==> src/core/spi_cfg_pkg.sv <==
// Constants and carrier types for the SPI option and bit-rate block
package spi_cfg_pkg;
    localparam int ADDR_W = 12;
    localparam logic [ADDR_W-1:0] OPTION_CONTROL_ADDR = 12'h000;
    localparam logic [ADDR_W-1:0] BIT_RATE_SELECT_ADDR = 12'h004;
    localparam logic [7:0] OPTION_CONTROL_RESET = 8'h00;
    localparam logic [7:0] BIT_RATE_SELECT_RESET = 8'h00;
    localparam int FAULT_EN_BIT = 4;
    localparam int DRIVE_EN_BIT = 3;
    localparam int HALT_WAIT_BIT = 1;
    localparam int SINGLE_WIRE_BIT = 0;
    localparam int PRESCALE_LSB = 4;
    localparam int RATE_LSB = 0;
    localparam int FIELD_W = 3;
    localparam logic [15:0] RATE_BASE = 16'h0002;
    localparam logic [15:0] RATE_ONE = 16'h0001;

    typedef struct packed {
        logic faultDetectEnable;
        logic singleWireDriveEnable;
        logic haltInWait;
        logic singleWireSelect;
    } option_t;

    typedef struct packed {
        logic [FIELD_W-1:0] prescaleField;
        logic [FIELD_W-1:0] rateDivideField;
    } bit_rate_t;

    // One pad: value driven, enable low while driving
    typedef struct packed {
        logic out;
        logic oe_n;
    } pad_t;

    typedef struct packed {
        option_t opt;
        bit_rate_t rate;
        logic [FIELD_W-1:0] preCnt;
        logic [7:0] rateCnt;
        logic tick;
    } state_t;
endpackage

==> src/core/spi_pin_mode_and_baud_config.sv <==
// SPI option control, pin routing and bit-rate divider chain
//
// Summary of operation
// - Unimplemented option bits 7,6,5,2 read zero
// - Slave: ignore fault enable, select input
// - Master, fault disabled: select pin released
// - Master, fault enabled: fault input or output
// - Single-wire: drive enable gates data driver
// - Two-wire: drive enable has no effect
// - Single-wire: slave uses MISO, master MOSI
// - Two-wire: separate input and output pins
// - Halt-in-wait stops clocks in wait mode
// - Bit-rate register accessible at any time
// - Prescaler divides by field plus one
// - Rate divider divides by two^(field+1)
// - Bus clock feeds prescaler feeds divider
// - Divider output is master bit clock
// - Select output enable picks fault/driven
// - Single-wire: unused data pin released
//
// Our own choices: the register offsets and the APB slave port.
`timescale 1ns/1ns
`default_nettype none
module spi_pin_mode_and_baud_config
    import spi_cfg_pkg::*;
(
    input wire logic clock,
    input wire logic srst,
    input wire logic psel,
    input wire logic penable,
    input wire logic pwrite,
    input wire logic [ADDR_W-1:0] paddr,
    input wire logic [31:0] pwdata,
    output logic [31:0] prdata,
    output logic pready,
    output logic pslverr,
    input wire logic masterSelect,
    input wire logic selectOutputEnable,
    input wire logic waitMode,
    input wire logic shiftTxd,
    output logic shiftRxd,
    input wire logic shiftSelectLevel,
    input wire logic mosiIn,
    output pad_t mosiPad,
    input wire logic misoIn,
    output pad_t misoPad,
    input wire logic selectIn,
    output pad_t selectPad,
    output logic slaveSelect_n,
    output logic faultSense_n,
    output logic mosiGpio,
    output logic misoGpio,
    output logic selectGpio,
    output logic clocksRun,
    output logic bitRateTick
);
    state_t st_r;
    state_t st_nxt;
    logic wrEn;
    logic hitOpt;
    logic hitRate;
    logic [7:0] rateLimit;
    logic [FIELD_W-1:0] preLimit;

    assign hitOpt = (paddr == OPTION_CONTROL_ADDR);
    assign hitRate = (paddr == BIT_RATE_SELECT_ADDR);
    assign wrEn = psel && penable && pwrite;
    // Zero wait states; no register access is ever held off
    assign pready = 1'b1;
    assign pslverr = psel && penable && !hitOpt && !hitRate;

    always_comb
    begin
        prdata = 32'h0000_0000;
        if (hitOpt)
        begin
            prdata[FAULT_EN_BIT] = st_r.opt.faultDetectEnable;
            prdata[DRIVE_EN_BIT] = st_r.opt.singleWireDriveEnable;
            prdata[HALT_WAIT_BIT] = st_r.opt.haltInWait;
            prdata[SINGLE_WIRE_BIT] = st_r.opt.singleWireSelect;
        end
        else if (hitRate)
        begin
            prdata[PRESCALE_LSB +: FIELD_W] = st_r.rate.prescaleField;
            prdata[RATE_LSB +: FIELD_W] = st_r.rate.rateDivideField;
        end
    end

    assign preLimit = st_r.rate.prescaleField;
    assign rateLimit = 8'((RATE_BASE << st_r.rate.rateDivideField) - RATE_ONE);
    // Halted clocks freeze the chain where it stands
    assign clocksRun = !(waitMode && st_r.opt.haltInWait);

    always_comb
    begin
        st_nxt = st_r;
        st_nxt.tick = 1'b0;
        if (wrEn && hitOpt)
        begin
            st_nxt.opt.faultDetectEnable = pwdata[FAULT_EN_BIT];
            st_nxt.opt.singleWireDriveEnable = pwdata[DRIVE_EN_BIT];
            st_nxt.opt.haltInWait = pwdata[HALT_WAIT_BIT];
            st_nxt.opt.singleWireSelect = pwdata[SINGLE_WIRE_BIT];
        end
        if (wrEn && hitRate)
        begin
            // New rate restarts the chain so no stale terminal count is used
            st_nxt.rate.prescaleField = pwdata[PRESCALE_LSB +: FIELD_W];
            st_nxt.rate.rateDivideField = pwdata[RATE_LSB +: FIELD_W];
            st_nxt.preCnt = '0;
            st_nxt.rateCnt = '0;
        end
        else if (!masterSelect)
        begin
            st_nxt.preCnt = '0;
            st_nxt.rateCnt = '0;
        end
        else if (clocksRun)
        begin
            // Bus clock drives prescaler, prescaler carry drives divider
            if (st_r.preCnt == preLimit)
            begin
                st_nxt.preCnt = '0;
                if (st_r.rateCnt == rateLimit)
                begin
                    st_nxt.rateCnt = '0;
                    st_nxt.tick = 1'b1;
                end
                else
                begin
                    st_nxt.rateCnt = st_r.rateCnt + 8'h01;
                end
            end
            else
            begin
                st_nxt.preCnt = st_r.preCnt + 3'h1;
            end
        end
        if (srst)
        begin
            st_nxt = '0;
            st_nxt.opt = option_t'(OPTION_CONTROL_RESET[3:0]);
            st_nxt.rate = bit_rate_t'(BIT_RATE_SELECT_RESET[5:0]);
        end
    end

    always_ff @(posedge clock)
    begin
        st_r <= st_nxt;
    end

    assign bitRateTick = st_r.tick;

    // Data pin routing
    always_comb
    begin
        mosiPad = '{out: 1'b0, oe_n: 1'b1};
        misoPad = '{out: 1'b0, oe_n: 1'b1};
        mosiGpio = 1'b0;
        misoGpio = 1'b0;
        shiftRxd = 1'b0;
        if (!st_r.opt.singleWireSelect)
        begin
            // Drive enable is not looked at here
            if (masterSelect)
            begin
                mosiPad = '{out: shiftTxd, oe_n: 1'b0};
                shiftRxd = misoIn;
            end
            else
            begin
                misoPad = '{out: shiftTxd, oe_n: 1'b0};
                shiftRxd = mosiIn;
            end
        end
        else if (masterSelect)
        begin
            mosiPad = '{out: shiftTxd, oe_n: !st_r.opt.singleWireDriveEnable};
            shiftRxd = mosiIn;
            misoGpio = 1'b1;
        end
        else
        begin
            misoPad = '{out: shiftTxd, oe_n: !st_r.opt.singleWireDriveEnable};
            shiftRxd = misoIn;
            mosiGpio = 1'b1;
        end
    end

    // Select pin routing
    always_comb
    begin
        selectPad = '{out: 1'b1, oe_n: 1'b1};
        selectGpio = 1'b0;
        slaveSelect_n = 1'b1;
        faultSense_n = 1'b1;
        if (!masterSelect)
        begin
            slaveSelect_n = selectIn;
        end
        else if (!st_r.opt.faultDetectEnable)
        begin
            selectGpio = 1'b1;
        end
        else if (!selectOutputEnable)
        begin
            faultSense_n = selectIn;
        end
        else
        begin
            selectPad = '{out: shiftSelectLevel, oe_n: 1'b0};
        end
    end

    // Helper: chain steps since the counters were last zero
    logic [15:0] gapCnt;
    always_ff @(posedge clock)
    begin
        if (srst || !masterSelect || (wrEn && hitRate))
        begin
            gapCnt <= 16'h0000;
        end
        else if (clocksRun)
        begin
            // Halted chain holds, so the count holds too
            gapCnt <= st_nxt.tick ? 16'h0000 : gapCnt + 16'h0001;
        end
    end
endmodule
`default_nettype wire

==> config.mk <==
export PLATFORM = sky130hd
export DESIGN_NAME = spi_pin_mode_and_baud_config
export DESIGN_NICKNAME = d
export VERILOG_FILES = /design/src/core/spi_cfg_pkg.sv /design/src/core/spi_pin_mode_and_baud_config.sv
export SDC_FILE = /design/constraint.sdc
export NUM_CORES = 1
export LEC_CHECK = 0
export BUFFER_PORTS_ARGS = -buffer_cell sky130_fd_sc_hd__buf_2
export CORE_ASPECT_RATIO = 1.75
export CORE_MARGIN = 4
export CORE_UTILIZATION = 46
export CTS_CLUSTER_SIZE = 40
export DETAILED_ROUTE_END_ITERATION = 16
export GPL_ROUTABILITY_DRIVEN = 0
export PLACE_DENSITY = 0.84
export SLEW_MARGIN = 15
export SYNTH_ARGS = -nofsm -noshare
export SYNTH_HDL_FRONTEND = slang
export SYNTH_SLANG_ARGS = --single-unit
export TNS_END_PERCENT = 1
==> constraint.sdc <==
create_clock -name clock -period 3.85 [get_ports clock]
set_input_delay 0.385 -clock clock [delete_from_list [all_inputs] [get_ports clock]]
set_output_delay 0.385 -clock clock [all_outputs]
set_load 0.05 [all_outputs]
==> results of run 1 <==
[critical path, delay by kind of cell (launching register included)]
family | cells | cell delay (ns)
AND/OR/NAND/NOR | 4 | 0.68
AO/OA/AOI/OAI | 3 | 0.60
flip-flops | 1 | 0.57
adder cells (fa/ha/maj) | 1 | 0.28
[power groups by stage]
stage / Combinational (mW) / Clock, mW / Sequential [mW]
after floorplan: 0.112 / 0 / 0.236
after global placement: 0.116 / 0 / 0.236
after detailed placement: 0.117 / 0 / 0.235
after CTS: 0.118 / 0.218 / 0.230
after global routing: 0.125 / 0.232 / 0.230
final: 0.118 / 0.218 / 0.230
[kinds of logic after synthesis]
kind of cell,count (synthesis),share of synthesized area
multiplexers,15,0.0894
adder cells (fa/ha/maj),3,0.0222
AO/OA/AOI/OAI,25,0.0968
XOR/XNOR,13,0.0672
buffers and inverters,39,0.151
flip-flops,22,0.260
other,2,0.00443
AND/OR/NAND/NOR,92,0.309
[synthesized netlist by cell type, drive strengths merged (4+ instances only)]
cell type	n	area [sq um]
inv	4	15.0
nor2b	5	31.3
mux2i	14	140
nand2b	4	25.0
o21ai	5	25.0
a21oi	6	30.0
nand3	8	40.0
dfxtp	22	440
nand2	11	41.3
buf	32	230
and3	5	31.3
a211oi	5	37.5
xnor2	10	87.6
and2	4	26.3
nor3	6	46.3
nor2	28	105
[cells in the final DEF (no fill, tap or decap), types with 4 or more instances in the layout]
cell type and count:
and3_1 5, buf_2 53, nand2b_1 4, nand2_1 11, mux2i_1 14, nand3_1 8
a211oi_1 5, nor2_1 28, nor2b_1 5, a21oi_1 6, xnor2_1 10, dfxtp_1 22
conb_1 26, o21ai_0 5, nor3_1 4, inv_1 4
[flip-flops by register name, summed over array words and instances, names as in the netlist]
name / flops
st_r: 18
bitRateTick: 1
preLimit: 3
[cell type report]
class                      instances  area [sq um]  share of cell area
timing repair buffer              53           265               0.137
clock inverter                     1          30.0              0.0155
clock buffer                       3          41.3              0.0213
tap                               45          56.3              0.0291
sequential                        22           440               0.228
multi-input combinational        174          1090               0.562
inverter                           4          15.0             0.00776
[path summary, 6_finish.rpt]
kind	cells after the start	endpoint	slack, ns	from
setup / recovery	8	bitRateTick	1.62	st_r[13]
hold / removal	3	preLimit[1]	0.35	pwdata[5]
setup reg to reg	8	bitRateTick	1.62	st_r[13]
hold reg to reg	2	st_r[10]	0.49	st_r[10]
[per-stage QoR]
stage,instance area [sq um],hold WS (ns),util,instances
2_1_floorplan,1780,0.452,-,235
3_3_place_gp,1860,0.475,0.538,298
3_5_place_dp,1860,0.484,0.538,298
4_1_cts,1940,0.359,0.558,302
5_1_grt,1940,0.367,0.558,302
6_report,1940,0.354,0.558,302
[routing by layer]
| metal | share of wire | vias to the layer above |
|---|---|---|
| met3 | 0.071 | 7 |
| met5 | 0 | - |
| li1 | - | 770 |
| met1 | 0.35 | 721 |
| met4 | 0.013 | 0 |
| met2 | 0.56 | 64 |
==> results.sh, run 1 <==
export IMPL_holdCritPathClass="in2reg"
export IMPL_met2_usage=0.321
export IMPL_vias=1562
export IMPL_power_total_uw=566
export IMPL_yosys_warnings=0
export IMPL_grt_pass1_wl_mm=6.26
export IMPL_n_fill_cell=318
export IMPL_fp_row_count=28
export IMPL_fin_nets=318
export IMPL_syn_area_sq_um=1690
export IMPL_gr_total_overflow=0
export IMPL_postRouteAntennaNets=0
export IMPL_cp_slowest_stage_delay_ns=0.57
export IMPL_setup_violations_final=0
export IMPL_root_buffer="clkbuf_8"
export IMPL_clk_path_buf_depth=2
export IMPL_synth_flop_cell="dfxtp_1"
export IMPL_syn_to_final_growth_pct=14.3
export IMPL_power_frac_seq=0.406
export IMPL_worst_ep_required_time_ns=4.02
export IMPL_cts_sinks=22
export IMPL_diodes=0
export IMPL_use_met1=0.184
export IMPL_start_util=0.488
export IMPL_status="finished clean"
export IMPL_peakVddDrop_mv=0.233
export IMPL_die_y_um=88.3
export IMPL_drive_gt1_frac=0.253
export IMPL_crit_fanout=12
export IMPL_ys_seq_area_frac=0.260
export IMPL_cts_buffers=3
export IMPL_core_sq_um=3470
export IMPL_async_reset_ff_frac=0
export IMPL_cts_resized=0
export IMPL_finalClockSkew_ns=0.0111
export IMPL_maxCapViolations=0
export IMPL_power_leakage_nw=0.896
export IMPL_powerDensity_nw_per_um2=292
export IMPL_switchingPower_uw=175
export IMPL_chipWidth_um=53.9
export IMPL_grt_max_degree=14
export IMPL_wirelength_mm=3.84
export IMPL_cts_tree="yes"
export IMPL_post_cts_buffers=0
export IMPL_post_place_ws_ns=1.65
export IMPL_antenna_found_initial=0
export IMPL_cts_hold_buf=0
export IMPL_p_sw_frac=0.310
export IMPL_fmax_ghz=0.448
export IMPL_wl_per_cell_um=12.7
export IMPL_syn_avg_cell_area_sq_um=8.03
export IMPL_max_slew_margin=0.654
export IMPL_busiest_layer="met2"
export IMPL_fin_crit_sh=0.580
export IMPL_endpoint_kind="flop"
export IMPL_met3_usage=0.0304
export IMPL_crit_arrival_ns=2.41
export IMPL_dr_pass1_iters=4
export IMPL_p_int_uw=391
export IMPL_insertion_delay_ns=0.27
export IMPL_setup_ws_ns=1.62
export IMPL_min_period_ns=2.23
export IMPL_crit_chain="nor2_1, nand2_1, ha_1, and4bb_1, a211oi_1, o22ai_1, a21o_1, and4bb_1"
export IMPL_drc=0
export IMPL_synth_seq_cells=22
export IMPL_crit_top_cell="and4bb_1"
export IMPL_synth_edf_count=0
export IMPL_place_hpwl_mm=3.09
export IMPL_slowest_stage="dfxtp_1"
export IMPL_h_tree_depth=1
export IMPL_yosysUniqueCellTypes=46
export IMPL_cp_start_kind="flop"
export IMPL_worstSetupPathType="reg2reg"
export IMPL_slew_violations=0
export IMPL_syn_inst=211
export IMPL_rsz0062_at_grt="no"
export IMPL_power_frac_comb=0.208
export IMPL_viasPerCell=5.17
export IMPL_pin_count=105
export IMPL_port_buffers=53
export IMPL_tightest_slew_ns=0.517
export IMPL_finalHoldViolations=0
export IMPL_grt_total_usage=0.172
export IMPL_grt_pass1_vias=1464
export IMPL_drt_iter0_drc=48
export IMPL_clkPwrFrac=0.385
export IMPL_tns_ns=0
export IMPL_path_clk_slew_ns=0.09
export IMPL_dieArea_sq_um=4760
No activity file was read; power rests on OpenSTA's default activity.
==> run 2: changes to the inputs <==
- CORE_UTILIZATION: 46 -> 43
- PLACE_DENSITY: 0.84 -> 0.79
- clock period: 3.85 -> 2.1 ns (I/O delays scaled with it)
==> run 2 against run 1 <==
Count of clock-buffer cells in the layout is the same; die area grew 6.1%; sequential power grew 83%; wire length shrank 2.1%; utilization shrank 1.9 points; total power grew 83%; first-iteration DRC count shrank 48%; critical path depth is the same.
==> results.sh, run 2 (same netlist as run 1, synthesis figures left out) <==
export IMPL_status="finished clean"
export IMPL_min_from="pwdata[6]"
export IMPL_h_tree_depth=1
export IMPL_drc=0
export IMPL_crit_arrival_ns=2.19
export IMPL_maxCapViolations=0
export IMPL_syn_to_final_growth_pct=17.9
export IMPL_wl_per_cell_um=12.2
export IMPL_grt_pass1_wl_mm=6.19
export IMPL_setup_ws_ns=0.117
export IMPL_place_hpwl_mm=3.00
export IMPL_viasPerCell=5.09
export IMPL_whs_ns=0.177
export IMPL_tns_ns=0
export IMPL_die_y_um=91.0
export IMPL_root_buffer="clkbuf_8"
export IMPL_dieArea_sq_um=5050
export IMPL_final_cell_count_no_fill=308
export IMPL_peakVddDrop_mv=0.329
export IMPL_holdCritPathClass="in2reg"
export IMPL_gr_total_overflow=0
export IMPL_met3_usage=0.0326
export IMPL_p_int_uw=718
export IMPL_vias=1567
export IMPL_switchingPower_uw=320
export IMPL_cts_buffers=3
export IMPL_postRouteAntennaNets=0
export IMPL_port_buffers=53
export IMPL_worst_ep_required_time_ns=2.31
export IMPL_dp_cells=304
export IMPL_finalHoldViolations=0
export IMPL_powerDensity_nw_per_um2=520
export IMPL_final_cell_mix="buf_2 (53), nor2_1 (27), conb_1 (26)"
export IMPL_post_place_ws_ns=-0.0123
export IMPL_slew_violations=0
export IMPL_cp_start_kind="flop"
export IMPL_grt_pass1_vias=1500
export IMPL_finalClockSkew_ns=0.00536
export IMPL_max_flop_register="st_r"
export IMPL_clkPwrFrac=0.383
export IMPL_final_seq_area_sq_um=442
export IMPL_grt_max_degree=14
export IMPL_pin_count=105
export IMPL_mostFrequentLayoutCell="buf_2"
export IMPL_crit_fanout=7
export IMPL_power_leakage_nw=0.924
export IMPL_worstSetupPathType="reg2reg"
export IMPL_antenna_found_initial=0
export IMPL_setup_violations_final=0
export IMPL_use_met1=0.135
export IMPL_largest_reg_flops=18
export IMPL_min_period_ns=1.98
export IMPL_multi_input_area_sq_um=1110
export IMPL_drt_iter0_drc=25
export IMPL_fin_nets=323
export IMPL_grt_total_usage=0.145
export IMPL_drive_gt1_frac=0.294
export IMPL_insertion_delay_ns=0.27
export IMPL_endpoint_kind="flop"
export IMPL_met2_usage=0.292
export IMPL_start_util=0.458
export IMPL_core_sq_um=3700
export IMPL_p_sw_frac=0.308
export IMPL_chipWidth_um=55.5
export IMPL_power_frac_comb=0.211
export IMPL_dr_pass1_iters=4
export IMPL_n_fill_cell=339
export IMPL_cp_startpoint="st_r[12]"
export IMPL_clk_path_buf_depth=2
export IMPL_busiest_layer="met2"
export IMPL_r2r_start="st_r[12]"
export IMPL_fp_row_count=29
export IMPL_diodes=0
export IMPL_fmax_ghz=0.504
export IMPL_power_frac_seq=0.406
export IMPL_cts_tree="yes"
export IMPL_path_clk_slew_ns=0.08
export IMPL_power_total_mw=1.04
export IMPL_cts_hold_buf=0
export IMPL_wirelength_mm=3.76
export IMPL_cts_sinks=22
export IMPL_fin_crit_sh=0.944
run 2: changes by cell type in the layout (fill, tap and decap cells not counted), sizes merged:
cell / delta
buf: +5
run 2: final timing paths:
| path | slack (ns) | endpoint | cells past startpoint |
|---|---|---|---|
| setup reg to reg | 0.12 | bitRateTick | 8 |
| setup / recovery | 0.12 | bitRateTick | 8 |
| hold / removal | 0.18 | preLimit[2] | 3 |
| hold reg to reg | 0.48 | st_r[11] | 2 |
run 2: metrics by stage:
stage	util	instance area (sq um)
floorplan	-	1790
global placement	0.516	1910
CTS	0.535	1980
finish	0.540	2000
global route	0.540	2000
detailed placement	0.516	1910
run 2: worst max-delay path, cell delays in order, from the launching register on:
cell      delay, ns
dfxtp_2        0.39
inv_1          0.09
nand2_1        0.07
ha_2           0.24
nor4b_1        0.33
a211oi_2       0.08
o22ai_1        0.26
a21o_2         0.26
and4bb_1       0.20
run 2: area by class of cell:
type	count	area share
well taps	46	0.0288
clock buffers	3	0.0207
flip-flops and latches	22	0.221
multi-input cells	174	0.555
inverters	4	0.00752
repair buffers	58	0.152
clock inverters	1	0.0150
run 2: power by group through the flow:
stage | registers (mW) | clock network (mW) | logic (mW)
floorplan | 0.433 | 0 | 0.206
global placement | 0.432 | 0 | 0.216
detailed placement | 0.432 | 0 | 0.217
CTS | 0.422 | 0.400 | 0.218
global route | 0.422 | 0.412 | 0.231
finish | 0.422 | 0.398 | 0.219
run 2: repair_timing:
action / in CTS / in global routing
resized for setup: 1 / 5
endpoints found under the setup margin: 1 / 8
hold endpoints to repair: 0 / 0
pin swaps: 0 / 0
buffers inserted: 0 / 0
run 2: metal layers:
metal	part of all wire	routed length, um
met1	0.37	1380
met2	0.52	1970
met3	0.085	321
met4	0.023	85
met5	0	0
